$ cat src/core/dram_dec_pkg.sv
// constants, register map and state type for the dram module decode and control
// assumes a single 250 MHz clock and an AXI4-Lite register bus
package dram_dec_pkg;
  // ****************************************
  // timing
  // ****************************************
  localparam int CLK_NS = 4;
  localparam int T_ARB_NS = 100;
  localparam int T_REF_NS = 575;
  localparam int T_REFINT_NS = 14500;
  localparam int T_RC_NS = 40;
  localparam int T_CAS_NS = 120;
  localparam int ARB_CYC = (T_ARB_NS + CLK_NS - 1) / CLK_NS;
  localparam int REF_CYC = (T_REF_NS + CLK_NS - 1) / CLK_NS;
  localparam int REFINT_CYC = T_REFINT_NS / CLK_NS;
  localparam int RC_CYC = (T_RC_NS + CLK_NS - 1) / CLK_NS;
  localparam int CAS_CYC = (T_CAS_NS + CLK_NS - 1) / CLK_NS;
  localparam int CNT_W = 8;
  // ****************************************
  // addressing
  // ****************************************
  localparam int ADDR_W = 18;
  localparam int BANK_LSB = 13;
  localparam int BANK_W = 5;
  localparam int MUX_W = 7;
  localparam int ROW_CNT_W = 7;
  localparam int MODEL_TWO_RANGES = 0;
  localparam int MODEL_BIG_CHIPS = 1;
  // ****************************************
  // registers
  // ****************************************
  localparam logic [7:0] CFG_OFF = 8'h00;
  localparam logic [7:0] STAT_OFF = 8'h04;
  localparam logic [31:0] CFG_RST = 32'h0000_0000;
  localparam int CFG_BASE_LSB = 0;
  localparam int CFG_MODEL_LSB = 5;
  localparam int CFG_B7EN_BIT = 7;
  localparam int CFG_PAR_BIT = 8;
  localparam int STAT_ROW_LSB = 0;
  localparam int STAT_HIT_BIT = 8;
  localparam int STAT_BUSY_BIT = 9;
  localparam int STAT_WR_BIT = 10;
  localparam int STAT_EXT_BIT = 11;
  localparam logic [1:0] RESP_OKAY = 2'h0;
  localparam logic [1:0] RESP_DECERR = 2'h3;
  typedef enum logic [2:0] {ST_IDLE, ST_ARB, ST_REFRESH, ST_ROW, ST_COL, ST_REPLY, ST_HOLD} ctl_state_t;
endpackage : dram_dec_pkg

$ cat src/core/dram_module_address_decode_control.sv
// address decode, array select and cycle timing for a word-wide dram module
// assumes asynchronous bus pins, one 250 MHz clock and an AXI4-Lite register port
//
// The placing of the registers and register access over AXI4-Lite were decided locally.
`timescale 1ns/100ps
module dram_module_address_decode_control #(
  parameter int REFINT_CYC = dram_dec_pkg::REFINT_CYC
) (
  input wire logic aclk,
  input wire logic aresetn,
  input wire logic [7:0] awaddr,
  input wire logic awvalid,
  output logic awready,
  input wire logic [31:0] wdata,
  input wire logic [3:0] wstrb,
  input wire logic wvalid,
  output logic wready,
  output logic [1:0] bresp,
  output logic bvalid,
  input wire logic bready,
  input wire logic [7:0] araddr,
  input wire logic arvalid,
  output logic arready,
  output logic [31:0] rdata,
  output logic [1:0] rresp,
  output logic rvalid,
  input wire logic rready,
  input wire logic [17:0] bus_addr_n,
  input wire logic bus_sync_n,
  input wire logic bus_din_n,
  input wire logic bus_dout_n,
  input wire logic bus_write_byte_flag_n,
  input wire logic bus_top_bank_sel_n,
  input wire logic bus_addr_bit12_n,
  input wire logic bus_refresh_req_n,
  output logic bus_reply_n,
  output logic row_strobe_lower_n,
  output logic row_strobe_upper_n,
  output logic col_strobe_a_n,
  output logic col_strobe_b_n,
  output logic hi_byte_write_n,
  output logic lo_byte_write_n,
  output logic [6:0] row_col_addr_bus,
  output logic parity_row_strobe_n,
  output logic parity_col_strobe_n,
  output logic cycle_busy_lock_n,
  output logic ext_refresh_seen
);
  localparam int ARB_HOLD = dram_dec_pkg::ARB_CYC - 1;
  localparam int REF_HOLD = dram_dec_pkg::REF_CYC - 1;
  localparam int PIN_W = 25;
  localparam logic [PIN_W-1:0] PIN_IDLE = {7'h7f, 18'h3ffff};

  dram_dec_pkg::ctl_state_t state;
  dram_dec_pkg::ctl_state_t next_state;
  logic [PIN_W-1:0] pins_s;
  logic [17:0] addr_now;
  logic sync_act, din_act, dout_act, wflag_act, top_sel, bit12_hi, sync_d;
  logic [31:0] cfg;
  logic [4:0] base;
  logic two_ranges, big_chips, b7en, par_en;
  logic [4:0] bank_off, size_banks;
  logic inhibit, hit_now;
  logic [17:0] cap_addr;
  logic cap_hit, cap_low, read_cycle_ff, write_cycle_ff, byte_mode, byte_now, wr_now;
  logic read_req, write_req, ref_req, acc_req, ref_done;
  logic [6:0] ref_row;
  logic [13:0] chip_addr;
  logic [6:0] row_part, col_part;
  logic [dram_dec_pkg::CNT_W-1:0] cnt;
  logic cnt_end;
  logic aw_held, w_held;
  logic [7:0] aw_addr_q;
  logic [31:0] w_data_q;
  logic [3:0] w_strb_q;

  if (REFINT_CYC < dram_dec_pkg::REF_CYC + dram_dec_pkg::ARB_CYC)
  begin : g_bad_interval
    $error("refresh interval shorter than one refresh and arbitration");
  end

  // ****************************************
  // pin synchronisers
  // ****************************************
  pin_sync #(.WIDTH(PIN_W), .RESET_VAL(PIN_IDLE)) u_pins (
    .aclk(aclk),
    .aresetn(aresetn),
    .pins({bus_sync_n, bus_din_n, bus_dout_n, bus_write_byte_flag_n, bus_top_bank_sel_n,
           bus_addr_bit12_n, bus_refresh_req_n, bus_addr_n}),
    .synced(pins_s)
  );

  assign addr_now = ~pins_s[17:0];
  assign sync_act = !pins_s[24];
  assign din_act = !pins_s[23];
  assign dout_act = !pins_s[22];
  assign wflag_act = !pins_s[21];
  assign top_sel = !pins_s[20];
  assign bit12_hi = !pins_s[19];
  assign ext_refresh_seen = !pins_s[18];

  always_ff @(posedge aclk)
  begin
    if (!aresetn)
      sync_d <= 1'b0;
    else
      sync_d <= sync_act;
  end

  // ****************************************
  // address decode
  // ****************************************
  assign base = cfg[dram_dec_pkg::CFG_BASE_LSB +: 5];
  assign two_ranges = cfg[dram_dec_pkg::CFG_MODEL_LSB + dram_dec_pkg::MODEL_TWO_RANGES];
  assign big_chips = cfg[dram_dec_pkg::CFG_MODEL_LSB + dram_dec_pkg::MODEL_BIG_CHIPS];
  assign b7en = cfg[dram_dec_pkg::CFG_B7EN_BIT];
  assign par_en = cfg[dram_dec_pkg::CFG_PAR_BIT];
  // a 16-chip bank holds one or four 4K-word banks, doubled on 32-chip models
  assign size_banks = (big_chips ? 5'h04 : 5'h01) << two_ranges;
  assign bank_off = addr_now[dram_dec_pkg::BANK_LSB +: dram_dec_pkg::BANK_W] - base;
  // top bank inhibit: whole bank, or only the upper 2K when the lower half is on
  assign inhibit = ext_refresh_seen || (top_sel && (!b7en || bit12_hi));
  assign hit_now = !inhibit && (addr_now[dram_dec_pkg::BANK_LSB +: dram_dec_pkg::BANK_W] >= base)
                   && (bank_off < size_banks);

  // capture on the strobe leading edge, held for the cycle
  always_ff @(posedge aclk)
  begin
    if (!aresetn)
    begin
      cap_addr <= '0;
      cap_hit <= 1'b0;
      cap_low <= 1'b1;
    end
    else if (sync_act && !sync_d)
    begin
      cap_addr <= addr_now;
      cap_hit <= hit_now;
      cap_low <= !two_ranges || (bank_off < (size_banks >> 1));
    end
  end

  // ****************************************
  // cycle flops and requests
  // ****************************************
  always_ff @(posedge aclk)
  begin
    if (!aresetn)
    begin
      read_cycle_ff <= 1'b0;
      write_cycle_ff <= 1'b0;
    end
    else if (sync_act && !sync_d)
    begin
      read_cycle_ff <= hit_now && !wflag_act;
      write_cycle_ff <= hit_now && wflag_act;
    end
    else if (!sync_act)
    begin
      read_cycle_ff <= 1'b0;
      write_cycle_ff <= 1'b0;
    end
    else if (state == dram_dec_pkg::ST_HOLD && read_cycle_ff && dout_act)
      write_cycle_ff <= 1'b1;
  end

  always_ff @(posedge aclk)
  begin
    if (!aresetn)
      byte_mode <= 1'b0;
    else if (dout_act && next_state == dram_dec_pkg::ST_COL && state != dram_dec_pkg::ST_COL)
      byte_mode <= wflag_act;
  end

  // column entry uses the live flags, not the copy from the last cycle
  assign byte_now = (state == dram_dec_pkg::ST_COL) ? byte_mode : wflag_act;
  assign wr_now = write_cycle_ff || (state == dram_dec_pkg::ST_HOLD);
  assign read_req = read_cycle_ff && din_act;
  assign write_req = write_cycle_ff && dout_act;
  assign acc_req = (read_req || write_req) && sync_act;

  // bus refresh is only watched for inhibit, never starts a refresh
  refresh_timer #(.INTERVAL_CYC(REFINT_CYC), .ROW_W(dram_dec_pkg::ROW_CNT_W)) u_ref (
    .aclk(aclk),
    .aresetn(aresetn),
    .done(ref_done),
    .ref_req(ref_req),
    .row(ref_row)
  );

  assign ref_done = (state == dram_dec_pkg::ST_REFRESH) && cnt_end;

  // ****************************************
  // timing sequencer
  // ****************************************
  assign cnt_end = (cnt == '0);

  always_comb
  begin
    next_state = state;
    case (state)
      dram_dec_pkg::ST_IDLE:
        if (ref_req && acc_req)
          next_state = dram_dec_pkg::ST_ARB;
        else if (ref_req)
          next_state = dram_dec_pkg::ST_REFRESH;
        else if (acc_req)
          next_state = dram_dec_pkg::ST_ROW;
      dram_dec_pkg::ST_ARB:
        if (cnt_end)
          next_state = dram_dec_pkg::ST_REFRESH;
      dram_dec_pkg::ST_REFRESH:
        if (cnt_end)
          next_state = dram_dec_pkg::ST_IDLE;
      dram_dec_pkg::ST_ROW:
        if (cnt_end)
          next_state = dram_dec_pkg::ST_COL;
      dram_dec_pkg::ST_COL:
        if (cnt_end)
          next_state = dram_dec_pkg::ST_REPLY;
      dram_dec_pkg::ST_REPLY:
        if (!(write_cycle_ff ? dout_act : din_act))
          next_state = sync_act ? dram_dec_pkg::ST_HOLD : dram_dec_pkg::ST_IDLE;
      dram_dec_pkg::ST_HOLD:
        if (!sync_act)
          next_state = dram_dec_pkg::ST_IDLE;
        else if (read_cycle_ff && !write_cycle_ff && dout_act)
          next_state = dram_dec_pkg::ST_COL;
      default:
        next_state = dram_dec_pkg::ST_IDLE;
    endcase
  end

  always_ff @(posedge aclk)
  begin
    if (!aresetn)
      state <= dram_dec_pkg::ST_IDLE;
    else
      state <= next_state;
  end

  always_ff @(posedge aclk)
  begin
    if (!aresetn)
      cnt <= '0;
    else if (next_state != state)
    begin
      case (next_state)
        dram_dec_pkg::ST_ARB: cnt <= dram_dec_pkg::CNT_W'(ARB_HOLD);
        dram_dec_pkg::ST_REFRESH: cnt <= dram_dec_pkg::CNT_W'(REF_HOLD);
        dram_dec_pkg::ST_ROW: cnt <= dram_dec_pkg::CNT_W'(dram_dec_pkg::RC_CYC - 1);
        dram_dec_pkg::ST_COL: cnt <= dram_dec_pkg::CNT_W'(dram_dec_pkg::CAS_CYC - 1);
        default: cnt <= '0;
      endcase
    end
    else if (!cnt_end)
      cnt <= cnt - dram_dec_pkg::CNT_W'(1);
  end

  // ****************************************
  // array strobes and address mux
  // ****************************************
  assign chip_addr = big_chips ? {cap_addr[14:13] - base[1:0], cap_addr[12:1]} : {2'h0, cap_addr[12:1]};
  assign row_part = big_chips ? chip_addr[6:0] : {1'b0, chip_addr[5:0]};
  assign col_part = big_chips ? chip_addr[13:7] : {1'b0, chip_addr[11:6]};

  always_ff @(posedge aclk)
  begin
    if (!aresetn)
    begin
      row_strobe_lower_n <= 1'b1;
      row_strobe_upper_n <= 1'b1;
      col_strobe_a_n <= 1'b1;
      col_strobe_b_n <= 1'b1;
      hi_byte_write_n <= 1'b1;
      lo_byte_write_n <= 1'b1;
      row_col_addr_bus <= '0;
    end
    else
    begin
      if (next_state == dram_dec_pkg::ST_REFRESH)
      begin
        row_strobe_lower_n <= 1'b0;
        row_strobe_upper_n <= !two_ranges;
        row_col_addr_bus <= ref_row;
      end
      else if (next_state == dram_dec_pkg::ST_ROW)
      begin
        row_strobe_lower_n <= !cap_low;
        row_strobe_upper_n <= cap_low || !two_ranges;
        row_col_addr_bus <= row_part;
      end
      else if (next_state == dram_dec_pkg::ST_IDLE || next_state == dram_dec_pkg::ST_ARB)
      begin
        row_strobe_lower_n <= 1'b1;
        row_strobe_upper_n <= 1'b1;
      end
      else if (next_state == dram_dec_pkg::ST_COL)
        row_col_addr_bus <= col_part;
      col_strobe_a_n <= !((next_state inside {dram_dec_pkg::ST_COL, dram_dec_pkg::ST_REPLY,
                          dram_dec_pkg::ST_HOLD}) && cap_low);
      col_strobe_b_n <= !((next_state inside {dram_dec_pkg::ST_COL, dram_dec_pkg::ST_REPLY,
                          dram_dec_pkg::ST_HOLD}) && !cap_low);
      hi_byte_write_n <= !(next_state == dram_dec_pkg::ST_COL && wr_now
                         && (!byte_now || cap_addr[0]));
      lo_byte_write_n <= !(next_state == dram_dec_pkg::ST_COL && wr_now
                         && (!byte_now || !cap_addr[0]));
    end
  end

  // parity chips follow the data array strobes while par_en is set, and stay high when it is clear
  assign parity_row_strobe_n = !par_en || (row_strobe_lower_n && row_strobe_upper_n);
  assign parity_col_strobe_n = !par_en || (col_strobe_a_n && col_strobe_b_n);
  assign cycle_busy_lock_n = (state == dram_dec_pkg::ST_IDLE) || (state == dram_dec_pkg::ST_HOLD);

  always_ff @(posedge aclk)
  begin
    if (!aresetn)
      bus_reply_n <= 1'b1;
    else
      bus_reply_n <= !(next_state == dram_dec_pkg::ST_REPLY);
  end

  // ****************************************
  // register port
  // ****************************************
  assign awready = !aw_held;
  assign wready = !w_held;
  assign arready = !rvalid;

  always_ff @(posedge aclk)
  begin
    if (!aresetn)
    begin
      aw_held <= 1'b0;
      w_held <= 1'b0;
      aw_addr_q <= '0;
      w_data_q <= '0;
      w_strb_q <= '0;
    end
    else
    begin
      if (awvalid && awready)
      begin
        aw_held <= 1'b1;
        aw_addr_q <= awaddr;
      end
      else if (aw_held && w_held && !bvalid)
        aw_held <= 1'b0;
      if (wvalid && wready)
      begin
        w_held <= 1'b1;
        w_data_q <= wdata;
        w_strb_q <= wstrb;
      end
      else if (aw_held && w_held && !bvalid)
        w_held <= 1'b0;
    end
  end

  always_ff @(posedge aclk)
  begin
    if (!aresetn)
    begin
      cfg <= dram_dec_pkg::CFG_RST;
      bvalid <= 1'b0;
      bresp <= dram_dec_pkg::RESP_OKAY;
    end
    else if (aw_held && w_held && !bvalid)
    begin
      bvalid <= 1'b1;
      if (aw_addr_q[7:2] == dram_dec_pkg::CFG_OFF[7:2])
      begin
        bresp <= dram_dec_pkg::RESP_OKAY;
        if (w_strb_q[0])
          cfg[7:0] <= w_data_q[7:0];
        if (w_strb_q[1])
          cfg[8] <= w_data_q[8];
      end
      else if (aw_addr_q[7:2] == dram_dec_pkg::STAT_OFF[7:2])
        bresp <= dram_dec_pkg::RESP_OKAY;
      else
        bresp <= dram_dec_pkg::RESP_DECERR;
    end
    else if (bvalid && bready)
      bvalid <= 1'b0;
  end

  always_ff @(posedge aclk)
  begin
    if (!aresetn)
    begin
      rvalid <= 1'b0;
      rdata <= '0;
      rresp <= dram_dec_pkg::RESP_OKAY;
    end
    else if (arvalid && arready)
    begin
      rvalid <= 1'b1;
      rdata <= '0;
      rresp <= dram_dec_pkg::RESP_OKAY;
      if (araddr[7:2] == dram_dec_pkg::CFG_OFF[7:2])
        rdata <= cfg;
      else if (araddr[7:2] == dram_dec_pkg::STAT_OFF[7:2])
      begin
        rdata[dram_dec_pkg::STAT_ROW_LSB +: 7] <= ref_row;
        rdata[dram_dec_pkg::STAT_HIT_BIT] <= cap_hit;
        rdata[dram_dec_pkg::STAT_BUSY_BIT] <= !cycle_busy_lock_n;
        rdata[dram_dec_pkg::STAT_WR_BIT] <= write_cycle_ff;
        rdata[dram_dec_pkg::STAT_EXT_BIT] <= ext_refresh_seen;
      end
      else
        rresp <= dram_dec_pkg::RESP_DECERR;
    end
    else if (rvalid && rready)
      rvalid <= 1'b0;
  end
endmodule : dram_module_address_decode_control

$ cat src/core/pin_sync.sv
// two flip-flop synchroniser for a group of pin inputs
// assumes the pins are asynchronous to aclk and quasi-static around strobes
`timescale 1ns/100ps
module pin_sync #(
  parameter int WIDTH = 8,
  parameter logic [WIDTH-1:0] RESET_VAL = '0
) (
  input wire logic aclk,
  input wire logic aresetn,
  input wire logic [WIDTH-1:0] pins,
  output logic [WIDTH-1:0] synced
);
  logic [WIDTH-1:0] meta;

  if (WIDTH < 1)
  begin : g_bad_width
    $error("pin_sync width must be positive");
  end

  always_ff @(posedge aclk)
  begin
    if (!aresetn)
    begin
      meta <= RESET_VAL;
      synced <= RESET_VAL;
    end
    else
    begin
      meta <= pins;
      synced <= meta;
    end
  end
endmodule : pin_sync

$ cat src/core/refresh_timer.sv
// refresh interval timer and refresh row counter
// assumes done is a one-cycle pulse at the end of each refresh sequence
`timescale 1ns/100ps
module refresh_timer #(
  parameter int INTERVAL_CYC = dram_dec_pkg::REFINT_CYC,
  parameter int ROW_W = dram_dec_pkg::ROW_CNT_W
) (
  input wire logic aclk,
  input wire logic aresetn,
  input wire logic done,
  output logic ref_req,
  output logic [ROW_W-1:0] row
);
  localparam int TW = $clog2(INTERVAL_CYC + 1);
  localparam logic [TW-1:0] LAST = TW'(INTERVAL_CYC - 1);
  logic [TW-1:0] tick_cnt;
  logic tick;

  if (INTERVAL_CYC < 2 || ROW_W < 1)
  begin : g_bad_param
    $error("refresh_timer needs an interval of two cycles or more");
  end

  assign tick = (tick_cnt == LAST);

  // ****************************************
  // interval and request
  // ****************************************
  always_ff @(posedge aclk)
  begin
    if (!aresetn)
      tick_cnt <= '0;
    else if (tick)
      tick_cnt <= '0;
    else
      tick_cnt <= tick_cnt + TW'(1);
  end

  always_ff @(posedge aclk)
  begin
    if (!aresetn)
      ref_req <= 1'b0;
    else if (tick)
      ref_req <= 1'b1;
    else if (done)
      ref_req <= 1'b0;
  end

  always_ff @(posedge aclk)
  begin
    if (!aresetn)
      row <= '0;
    else if (done)
      row <= row + ROW_W'(1);
  end
endmodule : refresh_timer

$ cat config.mk
export PLATFORM = sky130hd
export DESIGN_NAME = dram_module_address_decode_control
export DESIGN_NICKNAME = d
export VERILOG_FILES = /design/src/core/dram_dec_pkg.sv /design/src/core/dram_module_address_decode_control.sv /design/src/core/pin_sync.sv /design/src/core/refresh_timer.sv
export SDC_FILE = /design/constraint.sdc
export NUM_CORES = 1
export LEC_CHECK = 0
export ABC_AREA = 1
export BUFFER_PORTS_ARGS = -buffer_cell sky130_fd_sc_hd__clkbuf_2
export CORE_UTILIZATION = 43
export DETAILED_ROUTE_END_ITERATION = 6
export GPL_TIMING_DRIVEN = 0
export PLACE_DENSITY = 0.7
export SYNTH_ARGS = -nofsm -noshare
export SYNTH_HDL_FRONTEND = slang
export SYNTH_HIERARCHICAL = 1
export SYNTH_SLANG_ARGS = --single-unit
$ cat constraint.sdc
create_clock -name aclk -period 2.48 [get_ports aclk]
set_input_delay 0.496 -clock aclk [delete_from_list [all_inputs] [get_ports aclk]]
set_output_delay 0.496 -clock aclk [all_outputs]
set_load 0.01 [all_outputs]
# Word-level counts from Yosys, hierarchy flattened
# Index checks and enable logic that the tools add are counted.
# Widths: inputs -> output; s select.
dict set report word_totals {
  word_cells 205
  memories 0
  ff_bits 164
  ramBits 0
  output_inout_bits 59
  in_bits 84
  romBits 0
  latch_bits 0
}
dict set report op_classes {
  shifts 1
  n_lt_le_gt_ge 3
  reduce_logical 88
  div 0
  n_addsub 5
  n_mul 0
  bitwise 2
  mux 53
  eq_ne 19
}
# operator count
set ops {}
lappend ops {{$mux 7} 8}
lappend ops {{$mux 3} 12}
lappend ops {{$pmux 8 s4} 1}
lappend ops {{$logic_and 1x1->1} 31}
lappend ops {{$logic_not 1->1} 26}
lappend ops {{$mux 1} 22}
lappend ops {{$pmux 3 s7} 1}
lappend ops {{$eq 3x3->1 const B} 6}
lappend ops {{$not 18->18} 1}
lappend ops {{$mux 8} 2}
lappend ops {{$mux 14} 1}
lappend ops {{$add 12x1->12 const B} 1}
lappend ops {{$eq 12x12->1 const B} 1}
lappend ops {{$eq 3x2->1 const B} 4}
lappend ops {{$eq 6x1->1 const B} 2}
lappend ops {{$logic_not 6->1} 2}
lappend ops {{$logic_or 1x1->1} 12}
lappend ops {{$reduce_bool 2->1} 6}
lappend ops {{$reduce_bool 3->1} 4}
lappend ops {{$logic_not 8->1} 1}
lappend ops {{$mux 2} 4}
lappend ops {{$mux 4} 2}
lappend ops {{$sub 8x1->8 const B} 1}
lappend ops {{$add 7x1->7 const B} 1}
lappend ops {{other kinds (15)} 19}

# Depth between registers and ports, before layout
# Gate-level depths: netlist of the first run.
dict set report logic_depth {
  depth_word 13
  mapped_depth 15
  depth_no_buf 15
}

# Modules after synthesis
# The synthesis of the first run kept the hierarchy.
# mod area_each_um2 cells_each n_inst
set by_module_without_submodules {}
lappend by_module_without_submodules {dram_module_address_decode_control 4934.7 670 1}
lappend by_module_without_submodules {pin_sync 1477.7 156 1}
lappend by_module_without_submodules {refresh_timer 996.0 138 1}

# Least setup slack after synthesis of the first run
# OpenSTA, ideal clock, no wires.
dict set report synth_timing {
  path_kind {register to register}
  startpoint {register cfg[1]}
  endpoint {register write_cycle_ff}
  n_path_buf 0
  t_required_ps 2422
  synth_period_minus_slack_ps 2102
  setup_time_ps 58
  stages_incl_launch_ff 14
  arrival_ps 2045
  setup_slack_ps 378
  cell_sequence {dfxtp_1 -> inv_1 -> ha_1 -> nand2_1 -> o21ai_0 -> xnor2_1 -> inv_1 -> ha_1 -> nor2_1 -> nand2_1 -> nor3_1 -> nand3_1 -> nor2_1 -> o21a_1}
}
dict set report synth_between {
  elab_chain_len 5
}
# element line
set synth_lines {}
lappend synth_lines {{start, declared} dram_module_address_decode_control.sv:59} ;# logic [31:0] cfg;
lappend synth_lines {{start signal, assigned} dram_module_address_decode_control.sv:365} ;# cfg <= dram_dec_pkg::CFG_RST;
lappend synth_lines {{start signal, assigned} dram_module_address_decode_control.sv:376} ;# cfg[7:0] <= w_data_q[7:0];
lappend synth_lines {{$sub 5x5->5 or $ge 5x5->1 (tied branches)} {dram_module_address_decode_control.sv:120, dram_module_address_decode_control.sv:123}}
lappend synth_lines {{$lt 5x5->1 or $logic_and 1x1->1 (tied branches)} {dram_module_address_decode_control.sv:124, dram_module_address_decode_control.sv:123}}
lappend synth_lines {{$logic_and 1x1->1 (*)} dram_module_address_decode_control.sv:124} ;# && (bank_off < size_banks);
lappend synth_lines {{$logic_and 1x1->1 (*)} dram_module_address_decode_control.sv:156} ;# write_cycle_ff <= hit_now && wflag_act;
lappend synth_lines {{$mux 1 (*)} dram_module_address_decode_control.sv:153} ;# else if (sync_act && !sync_d)
lappend synth_lines {{end signal, assigned} dram_module_address_decode_control.sv:156}
lappend synth_lines {{end, declared} dram_module_address_decode_control.sv:65} ;# logic cap_hit, cap_low, read_cycle_ff, write_cycle_ff, byte_mode, byte_now, wr_now;
# Every way passes the cells marked *; elsewhere a longest branch is shown, timed or not.
# A chain may end at the register's enable or synchronous reset.

# Worst setup path in the final report of the first run
dict set report layout_timing {
  startpoint {register cfg[2]}
  endpoint {register write_cycle_ff}
}
# Same word-level chain as after synthesis.

==> flow_metrics.tcl, run 1 <==
set metrics [dict create \
    status "completed" \
    synth_compound_area_frac 0.117 \
    clock_skew_ns 0.0114 \
    post-route-drc-count 0 \
    crit_slowest_cell "ha_1" \
    final_nets 1195 \
    num_rows 47 \
    cp.required_ns 2.86 \
    muxShareOfSynthArea 0.00135 \
    regArea_mm2 0.00320 \
    worstPathArrival_ns 2.65 \
    ys_seq_elements 160 \
    cts_sinks 160 \
    powerDensity_mw_per_mm2 738 \
    synth_top_family_by_area "simple AND/OR/NAND/NOR gates" \
    initial_core_util 0.444 \
    fp.dieW_um 133 \
    grt_overflow 0 \
    irDropWorstVdd_mv 0.523 \
    die_y_um 133 \
    grt_max_degree 17 \
    viasPerCell 4.64 \
    setup_viol 0 \
    die-area_mm2 0.0178 \
    placed_cell_area_mm2 0.00822 \
    yosys.area_share.adder 0.0280 \
    critPathMaxFanout 5 \
    h-tree-depth 4 \
    vias 6160 \
    synthTopCellsByCount "nand2_1, dfxtp_1, inv_1" \
    synth_area_leaders "dfxtp_1, nand2_1, inv_1, nor2_1, o21ai_0" \
    critical_path_class "reg -> reg" \
    syn_area_per_cell_um2 7.69 \
    synth_cell_types 50 \
    routedWlPerCell_um 12.7 \
    path_cells "inv_1 > ha_1 > a21oi_1 > o21ai_1 > xnor2_1 > inv_1 > ha_1 > nor2_1 > nand2_1 > nor3_2 > nand3_1 > nor2_1 > o21a_1" \
    wl_mm 16.9 \
    netlist_instances 964 \
    synth_top_area_frac 0.432 \
    finalWorstPathRequiredPeriod_ns 2.27 \
    diodes 0 \
    fmaxAchievable_mhz 440 \
    worst_slack_ns 0.207 \
    drtIter0Drc 350 \
    dp_hpwl_mm 12.9 \
    clock_path_buffers 2 \
    synthArstFlopShare 0 \
    hold_violations 0 \
    ant_nets 0 \
    core_mm2 0.0167 \
    place_ws_ns 0.0517 \
    cts_made_buffers 17 \
    synthToLayoutAreaGrowth_pct 19.8 \
    clock_latency_ns 0.43 \
    yosys_warnings 6 \
    holdBufCountCts 0 \
    ios 143 \
    dr.pass1.iters 6 \
    drive_gt1_frac 0.209 \
    synth_most_common_cell "nand2_1" \
    synthSimpleGateAreaFrac 0.266 \
    track_usage 0.196 \
    yosysSeqAreaShare 0.432 \
    clk_pin_slew_ns 0.07 \
    port_buffers 93 \
    p_leak_nw 4.27 \
    hold_path_class "in -> reg" \
    grt_pass1_vias 5589 \
    cts_tree "yes" \
    final_cell_area_mm2 0.00888 \
    period_share 0.917 \
    clockRootBuffer "clkbuf_16" \
    ys.flop_type "dfxtp_1" \
    synth_top_cell_by_area "dfxtp_1" \
    fillers 1643 \
    cp-start-kind "flip-flop" \
    tightest_slew_ns 1.17 \
    grt_pass1_wl_mm 27.2 \
    synth_xor_area_frac 0.0189 \
    cts_setup_buffers 0 \
    setup_tns_ns 0 \
    syn-cell-area_mm2 0.00741 \
    maxCapViolCount 0 \
    slowest_delay_ns 0.35 \
    multi_input_area_mm2 0.00328 \
    max_slew_margin 0.212 \
    gp_congestion 0.893 \
    critPathCaptureType "flip-flop" \
    maxSlewViolCount 0 \
    synth_edf_count 0 \
    antenna_found_initial 0 \
]
-- worst paths after layout --
path / startpoint / endpoint / slack [ns] / depth (start not counted)
worst max register to register: cfg[2] / write_cycle_ff / 0.21 / 13
worst min register to register: u_pins/meta[21] / u_pins/synced[21] / 0.40 / 2
worst max-delay path: cfg[2] / write_cycle_ff / 0.21 / 13
worst min-delay path: bus_addr_n[6] / u_pins/meta[6] / 0.23 / 3
-- sequential cells by signal (all words and copies together) (netlist names), 2 cells and up --
signal	count
row_col_addr_bus	7
cnt	8
rdata	12
u_pins/meta	25
u_ref/tick_cnt	12
state	3
u_pins/synced	25
w_data_q	9
aw_addr_q	6
cap_addr	15
cfg	9
w_strb_q	2
u_ref/row	7
-- layout by cell type (no fill, tap or decap), types with 3 or more instances in the layout --
| master | instances |
|---|---|
| a211oi_1 | 9 |
| a21oi_1 | 47 |
| a21oi_2 | 11 |
| buf_4 | 23 |
| buf_6 | 8 |
| buf_8 | 4 |
| bufinv_16 | 4 |
| clkbuf_1 | 17 |
| clkbuf_16 | 17 |
| clkbuf_2 | 93 |
| clkinv_1 | 3 |
| conb_1 | 20 |
| dfxtp_1 | 159 |
| ha_1 | 15 |
| inv_1 | 148 |
| inv_2 | 5 |
| inv_6 | 4 |
| inv_8 | 4 |
| nand2_1 | 186 |
| nand2_2 | 13 |
| nand2_4 | 3 |
| nand3_1 | 35 |
| nand3_2 | 14 |
| nand3b_1 | 16 |
| nand4_1 | 19 |
| nor2_1 | 94 |
| nor2_2 | 7 |
| nor2_4 | 5 |
| nor3_1 | 10 |
| nor3_2 | 3 |
| nor4_1 | 4 |
| o21a_1 | 3 |
| o21ai_0 | 59 |
| o21ai_1 | 5 |
| xnor2_1 | 6 |
| xor2_1 | 10 |
-- worst max-delay path: cells and delay by family (launching register included) --
kind | cells | cell delay (ns)
simple gates | 5 | 0.58
fa+ha+maj | 2 | 0.55
compound gates | 3 | 0.36
flops | 1 | 0.34
xor+xnor | 1 | 0.21
buf+inv | 2 | 0.17
-- through the flow --
stage	power, W	util	hold WS (ns)	instances
floorplan	0.00352	-	0.378	983
global placement	0.00372	0.492	0.387	1296
detailed placement	0.00374	0.492	0.385	1296
CTS	0.00660	0.531	0.219	1328
global route	0.00682	0.531	0.229	1328
finish	0.00655	0.531	0.229	1328
-- layout make-up --
class                           instances  area share
Multi-Input combinational cell        612       0.370
Tap cell                              220      0.0310
Sequential cell                       160       0.361
Timing Repair Buffer                   93      0.0524
Buffer                                 53      0.0460
Clock inverter                         14      0.0242
Inverter                              158      0.0672
Clock buffer                           18      0.0484
-- layer usage --
layer,track usage,share of wire,up-vias
met3,0.0403,0.056,27
met1,0.251,0.46,2694
li1,-,-,3269
met5,0,0,-
met4,0.0833,0.023,0
met2,0.321,0.46,170
-- cells by family after synthesis --
group	after synthesis
simple gates	413
buf+inv	211
flops	160
compound gates	146
fa+ha+maj	16
xor+xnor	16
other cells	1
mux	1
-- power breakdown --
group | switching, W | internal (W)
sequential | 0.0000782 | 0.00272
combinational | 0.000544 | 0.000356
clock | 0.00113 | 0.00172
total | 0.00176 | 0.00480
-- timing repair --
item | 4_1_cts | 5_1_grt
setup endpoints to repair | 0 | 6
endpoints found under the hold margin | 0 | 0
gates resized for setup | 0 | 4
No activity file was read; power rests on OpenSTA's default activity.
==> run 2, diff against run 1 <==
- CELL_PAD_IN_SITES_DETAIL_PLACEMENT: not set -> 1
- CELL_PAD_IN_SITES_GLOBAL_PLACEMENT: not set -> 2
- CORE_UTILIZATION: 43 -> 32
- PLACE_DENSITY: 0.7 -> 0.86
==> flow_metrics.tcl, run 2 (synthesized netlist as in run 1, its figures left out) <==
set metrics [dict create \
    status "completed" \
    tightest_slew_ns 1.23 \
    hold_violations 0 \
    cp.buffers_inverters 2 \
    die-area_mm2 0.0238 \
    clock_latency_ns 0.42 \
    diodes 0 \
    switching_share 0.282 \
    maxCapViolCount 0 \
    die_y_um 154 \
    routedWlPerCell_um 14.0 \
    num_rows 55 \
    layout_commonest_cell "nand2_1" \
    worst_path_most_repeated_cell "nor2_1" \
    drive_gt1_frac 0.216 \
    layout_common_cells "nand2_1, dfxtp_1, inv_1, nor2_1, clkbuf_2" \
    p_seq_frac 0.441 \
    worst_slack_ns 0.105 \
    worstPathArrival_ns 2.74 \
    synthToLayoutAreaGrowth_pct 20.7 \
    post-route-drc-count 0 \
    final_nets 1196 \
    wl_mm 19.5 \
    initial_core_util 0.327 \
    maxSlewViolCount 0 \
    worstHoldPathCells 3 \
    worstHoldEndpoint "u_pins/meta[0]" \
    path_delay_family "simple AND/OR/NAND/NOR gates" \
    reg2regPathDepth 13 \
    reg2reg_slack_ns 0.10 \
    critPathMaxFanout 5 \
    h-tree-depth 4 \
    cts_tree "yes" \
    cp-start-kind "flip-flop" \
    clock_skew_ns 0.00853 \
    viasPerCell 4.51 \
    grt_pass1_vias 6412 \
    powerDensity_mw_per_mm2 709 \
    crit_slowest_cell "dfxtp_1" \
    rsz0062_at_grt "false" \
    pwr-share-comb 0.147 \
    holdBufCountCts 0 \
    critPathCaptureType "flip-flop" \
    clk_pin_slew_ns 0.07 \
    largestRegisters "u_pins/meta: 25 flops, u_pins/synced: 25 flops, cap_addr: 15 flops" \
    slowest_delay_ns 0.34 \
    worstReg2RegEnd "write_cycle_ff" \
    gp_congestion 0.815 \
    reg2reg_from "cfg[2]" \
    irDropWorstVdd_mv 0.347 \
    critical_path_class "reg -> reg" \
    grt_overflow 0 \
    cts_sinks 160 \
    track_usage 0.173 \
    hold_path_class "in -> reg" \
    use_met2 0.303 \
    finalWorstPathRequiredPeriod_ns 2.38 \
    p_leak_nw 4.26 \
    globalRouteMet1Util 0.215 \
    drtIter0Drc 219 \
    pwr-share-clk 0.413 \
    clock_path_buffers 2 \
    grt_pass1_wl_mm 32.2 \
    ant_nets 0 \
    fmaxAchievable_mhz 421 \
    dp_hpwl_mm 15.1 \
    p_sw_w 0.00179 \
    setup_viol 0 \
    period_share 0.958 \
    ios 143 \
    max_slew_margin 0.175 \
    path_cells "inv_2 > ha_4 > a21oi_1 > o21ai_2 > xnor2_1 > inv_1 > ha_1 > nor2_1 > nand2_1 > nor3_2 > nand3_1 > nor2_1 > o21a_1" \
    met3_usage 0.0259 \
    clockRootBuffer "clkbuf_16" \
    cts_made_buffers 17 \
    antenna_found_initial 0 \
    vias 6291 \
    hold_start "bus_addr_n[0]" \
    grt_most_used_layer "met2" \
    whs_ns 0.236 \
    internal_power_w 0.00455 \
    dr.pass1.iters 4 \
    port_buffers 93 \
    core_mm2 0.0226 \
    cp.required_ns 2.85 \
    grt_max_degree 17 \
    place_ws_ns -0.147 \
    fp.dieW_um 154 \
]
## run 2: cell types whose count changed in the layout (fill, tap and decap cells not counted), sizes merged
cell / delta
clkinv: +4
clkbuf: +1
buf: +1
bufinv: -3
inv: -2
## run 2: worst max-delay path by stage
stage / from / to / slack (ns) / depth (start not counted)
4_1_cts: cfg[2] / write_cycle_ff / 0.002 / 13
5_1_grt: cfg[1] / write_cycle_ff / 0.01 / 13
3_3_place_gp: cfg[1] / write_cycle_ff / -0.04 / 13
2_1_floorplan: cfg[1] / write_cycle_ff / 0.38 / 13
3_5_place_dp: cfg[1] / write_cycle_ff / -0.15 / 13
6_report: cfg[2] / write_cycle_ff / 0.10 / 13
## run 2: area by class of cell
cell class              instances  area [um^2]
well taps                     285          357
flip-flops and latches        160         3210
repair buffers                 94          473
inverters                     158          597
clock inverters                13          145
clock buffers                  19          453
plain buffers                  53          408
fillers                      2814        13700
multi-input cells             612         3310
## run 2: metrics by stage
| step | TNS, ns | cells | util | area (um^2) | total power, W |
|---|---|---|---|---|---|
| floorplan | 0 | 983 | - | 7480 | 0.00352 |
| global placement | -0.0443 | 1361 | 0.367 | 8300 | 0.00375 |
| detailed placement | -0.225 | 1361 | 0.367 | 8300 | 0.00378 |
| CTS | 0 | 1393 | 0.393 | 8910 | 0.00642 |
| global route | 0 | 1394 | 0.395 | 8940 | 0.00666 |
| finish | 0 | 1394 | 0.395 | 8940 | 0.00634 |
## run 2: power groups by stage
stage                     registers [W]  clock network, W  logic [W]
after global routing            0.00281           0.00279    0.00106
after floorplan                 0.00283                 0   0.000687
final                           0.00279           0.00262   0.000930
after global placement          0.00285                 0   0.000898
after detailed placement        0.00285                 0   0.000923
after CTS                       0.00280           0.00269   0.000931
## run 2: metal layers
metal | part of all wire | routed length (um) | vias up
met2 | 0.49 | 9560 | 94
li1 | - | - | 3271
met1 | 0.47 | 9100 | 2911
met4 | 0.014 | 274 | 0
met5 | 0 | 0 | -
met3 | 0.031 | 596 | 15
## run 2: what timing repair did
action	in CTS	in global routing
endpoints found under the setup margin	3	7
pin swaps	0	1
buffers inserted	0	1
gates resized for setup	3	7
## run 2: worst register-to-register path, stage by stage (launching register included)
cell and delay, ns:
dfxtp_1 0.34, inv_2 0.08, ha_4 0.25, a21oi_1 0.21, o21ai_2 0.10, xnor2_1 0.24
inv_1 0.07, ha_1 0.20, nor2_1 0.10, nand2_1 0.07, nor3_2 0.21, nand3_1 0.18
nor2_1 0.15, o21a_1 0.13
==> run 3, diff against run 2 <==
- PLACE_DENSITY: 0.86 -> not set
- PLACE_DENSITY_LB_ADDON: not set -> 0.1
- RECOVER_POWER: not set -> 50
==> flow_metrics.tcl, run 3 (synthesized netlist as in run 1, its figures left out) <==
set metrics [dict create \
    powerDensity_mw_per_mm2 717 \
    ios 143 \
    fmaxAchievable_mhz 450 \
    critPathMaxFanout 5 \
    worst_slack_ns 0.257 \
    fp.dieW_um 154 \
    hold_violations 0 \
    numPlacedInstances 1362 \
    synthToLayoutAreaGrowth_pct 19.2 \
    cts_tree "yes" \
    clockRootBuffer "clkbuf_16" \
    grt_max_degree 20 \
    cts_setup_buffers 0 \
    vias 6263 \
    dr.pass1.iters 5 \
    rsz0062_at_grt "false" \
    h-tree-depth 4 \
    crit_slowest_cell "dfxtp_1" \
    layout_commonest_cell "nand2_1" \
    internal_power_w 0.00442 \
    pwr-share-comb 0.143 \
    maxCapViolCount 0 \
    holdBufCountCts 0 \
    clock_skew_ns 0.0152 \
    cp.required_ns 2.85 \
    clk_pin_slew_ns 0.08 \
    maxSlewViolCount 0 \
    num_rows 55 \
    slowest_delay_ns 0.36 \
    diodes 0 \
    gp_congestion 0.793 \
    grt_pass1_wl_mm 32.2 \
    hold_path_class "in -> reg" \
    fillers 2841 \
    grt_pass1_vias 5912 \
    clock_path_buffers 2 \
    crit_start "cfg[2]" \
    viasPerCell 4.49 \
    max_slew_margin 0.459 \
    worstHoldPathCells 3 \
    drive_gt1_frac 0.177 \
    period_share 0.896 \
    p_leak_nw 4.11 \
    place_ws_ns -0.0197 \
    p_sw_w 0.00191 \
    port_buffers 93 \
    switching_share 0.301 \
    reg2reg_from "cfg[2]" \
    clock_latency_ns 0.43 \
    antenna_found_initial 0 \
    largestRegisters "u_pins/meta: 25 flops, u_pins/synced: 25 flops, cap_addr: 15 flops" \
    multi_input_area_mm2 0.00331 \
    path_cells "inv_1 > ha_4 > nand2_1 > o21ai_2 > xnor2_2 > inv_1 > ha_1 > nor2_1 > nand2_1 > nor3_2 > nand3_1 > nor2_1 > o21a_1" \
    critical_path_class "reg -> reg" \
    die-area_mm2 0.0238 \
    ant_nets 0 \
    core_mm2 0.0226 \
    final_cells 1394 \
    cts_made_buffers 17 \
    worstPathArrival_ns 2.59 \
    layout_common_cells "nand2_1, dfxtp_1, inv_1, nor2_1" \
    track_usage 0.177 \
    initial_core_util 0.327 \
    cp-endpoint "write_cycle_ff" \
    routedWlPerCell_um 14.5 \
    dp_hpwl_mm 15.6 \
    reg2reg_slack_ns 0.26 \
    critPathCaptureType "flip-flop" \
    hold_start "bus_addr_n[12]" \
    grt_overflow 0 \
    setup_viol 0 \
    regArea_mm2 0.00321 \
    pwr-share-clk 0.416 \
    final_nets 1196 \
    wl_mm 20.2 \
    post-route-drc-count 0 \
    p_seq_frac 0.441 \
    tightest_slew_ns 0.812 \
    cts_sinks 160 \
    status "completed" \
    die_y_um 154 \
    reg2regPathDepth 13 \
    cp-start-kind "flip-flop" \
    worstReg2RegEnd "write_cycle_ff" \
    irDropWorstVdd_mv 0.431 \
    finalWorstPathRequiredPeriod_ns 2.22 \
    drtIter0Drc 229 \
]
[run 3: changes by cell type in the layout (fill, tap and decap cells not counted), moves of 2 or more]
| cell | previous run | this run |
|---|---|---|
| buf_6 | 8 | 6 |
| buf_8 | 4 | 0 |
| clkbuf_1 | 16 | 58 |
| clkbuf_2 | 93 | 58 |
| clkbuf_8 | 2 | 0 |
| clkinv_8 | 1 | 5 |
| clkinvlp_4 | 2 | 0 |
| inv_8 | 2 | 4 |
[run 3: layout make-up]
| class | count | share of cell area |
|---|---|---|
| Clock inverter | 15 | 0.0203 |
| Buffer | 53 | 0.0375 |
| Clock buffer | 17 | 0.0482 |
| Multi-Input combinational cell | 612 | 0.375 |
| Sequential cell | 160 | 0.363 |
| Timing Repair Buffer | 94 | 0.0486 |
| Inverter | 158 | 0.0676 |
| Tap cell | 285 | 0.0404 |
[run 3: worst min path at each step]
| stage | endpoint | slack (ns) |
|---|---|---|
| after floorplan | col_strobe_a_n | 0.38 |
| after global placement | u_pins/synced[10] | 0.39 |
| after detailed placement | u_pins/synced[16] | 0.39 |
| after CTS | u_pins/meta[10] | 0.21 |
| after global routing | u_pins/meta[11] | 0.21 |
| final | u_pins/meta[12] | 0.22 |
[run 3: worst max-delay path, delay by kind of cell (launching register included)]
family	cells	cell delay, ns
compound gates	2	0.30
simple gates	6	0.69
xor+xnor	1	0.14
flops	1	0.36
fa+ha+maj	2	0.49
buf+inv	2	0.16
[run 3: through the flow]
| step | cell area (um^2) | utilization | total power, W | hold WS [ns] | TNS (ns) |
|---|---|---|---|---|---|
| after floorplan | 7480 | - | 0.00352 | 0.378 | 0 |
| after global placement | 8300 | 0.367 | 0.00377 | 0.389 | -1.74 |
| after detailed placement | 8320 | 0.367 | 0.00378 | 0.388 | -0.0197 |
| after CTS | 8920 | 0.394 | 0.00645 | 0.209 | 0 |
| after global routing | 8830 | 0.390 | 0.00668 | 0.209 | 0 |
| final | 8830 | 0.390 | 0.00633 | 0.224 | 0 |
[run 3: repair_timing]
action	CTS	global route
endpoints found under the setup margin	1	7
endpoints found under the hold margin	0	0
gates resized for setup	1	8
[run 3: power by group through the flow]
stage | combinational [W] | sequential [W] | clock (W)
finish | 0.000904 | 0.00279 | 0.00263
global route | 0.00104 | 0.00281 | 0.00283
CTS | 0.000930 | 0.00279 | 0.00272
detailed placement | 0.000922 | 0.00285 | 0
global placement | 0.000914 | 0.00285 | 0
floorplan | 0.000687 | 0.00283 | 0
[run 3: per-layer routing]
metal | up-vias | track usage | share of wire
li1 | 3279 | - | -
met1 | 2870 | 0.238 | 0.49
met2 | 99 | 0.289 | 0.46
met3 | 15 | 0.0344 | 0.035
met4 | 0 | 0.0486 | 0.011
met5 | - | 0 | 0
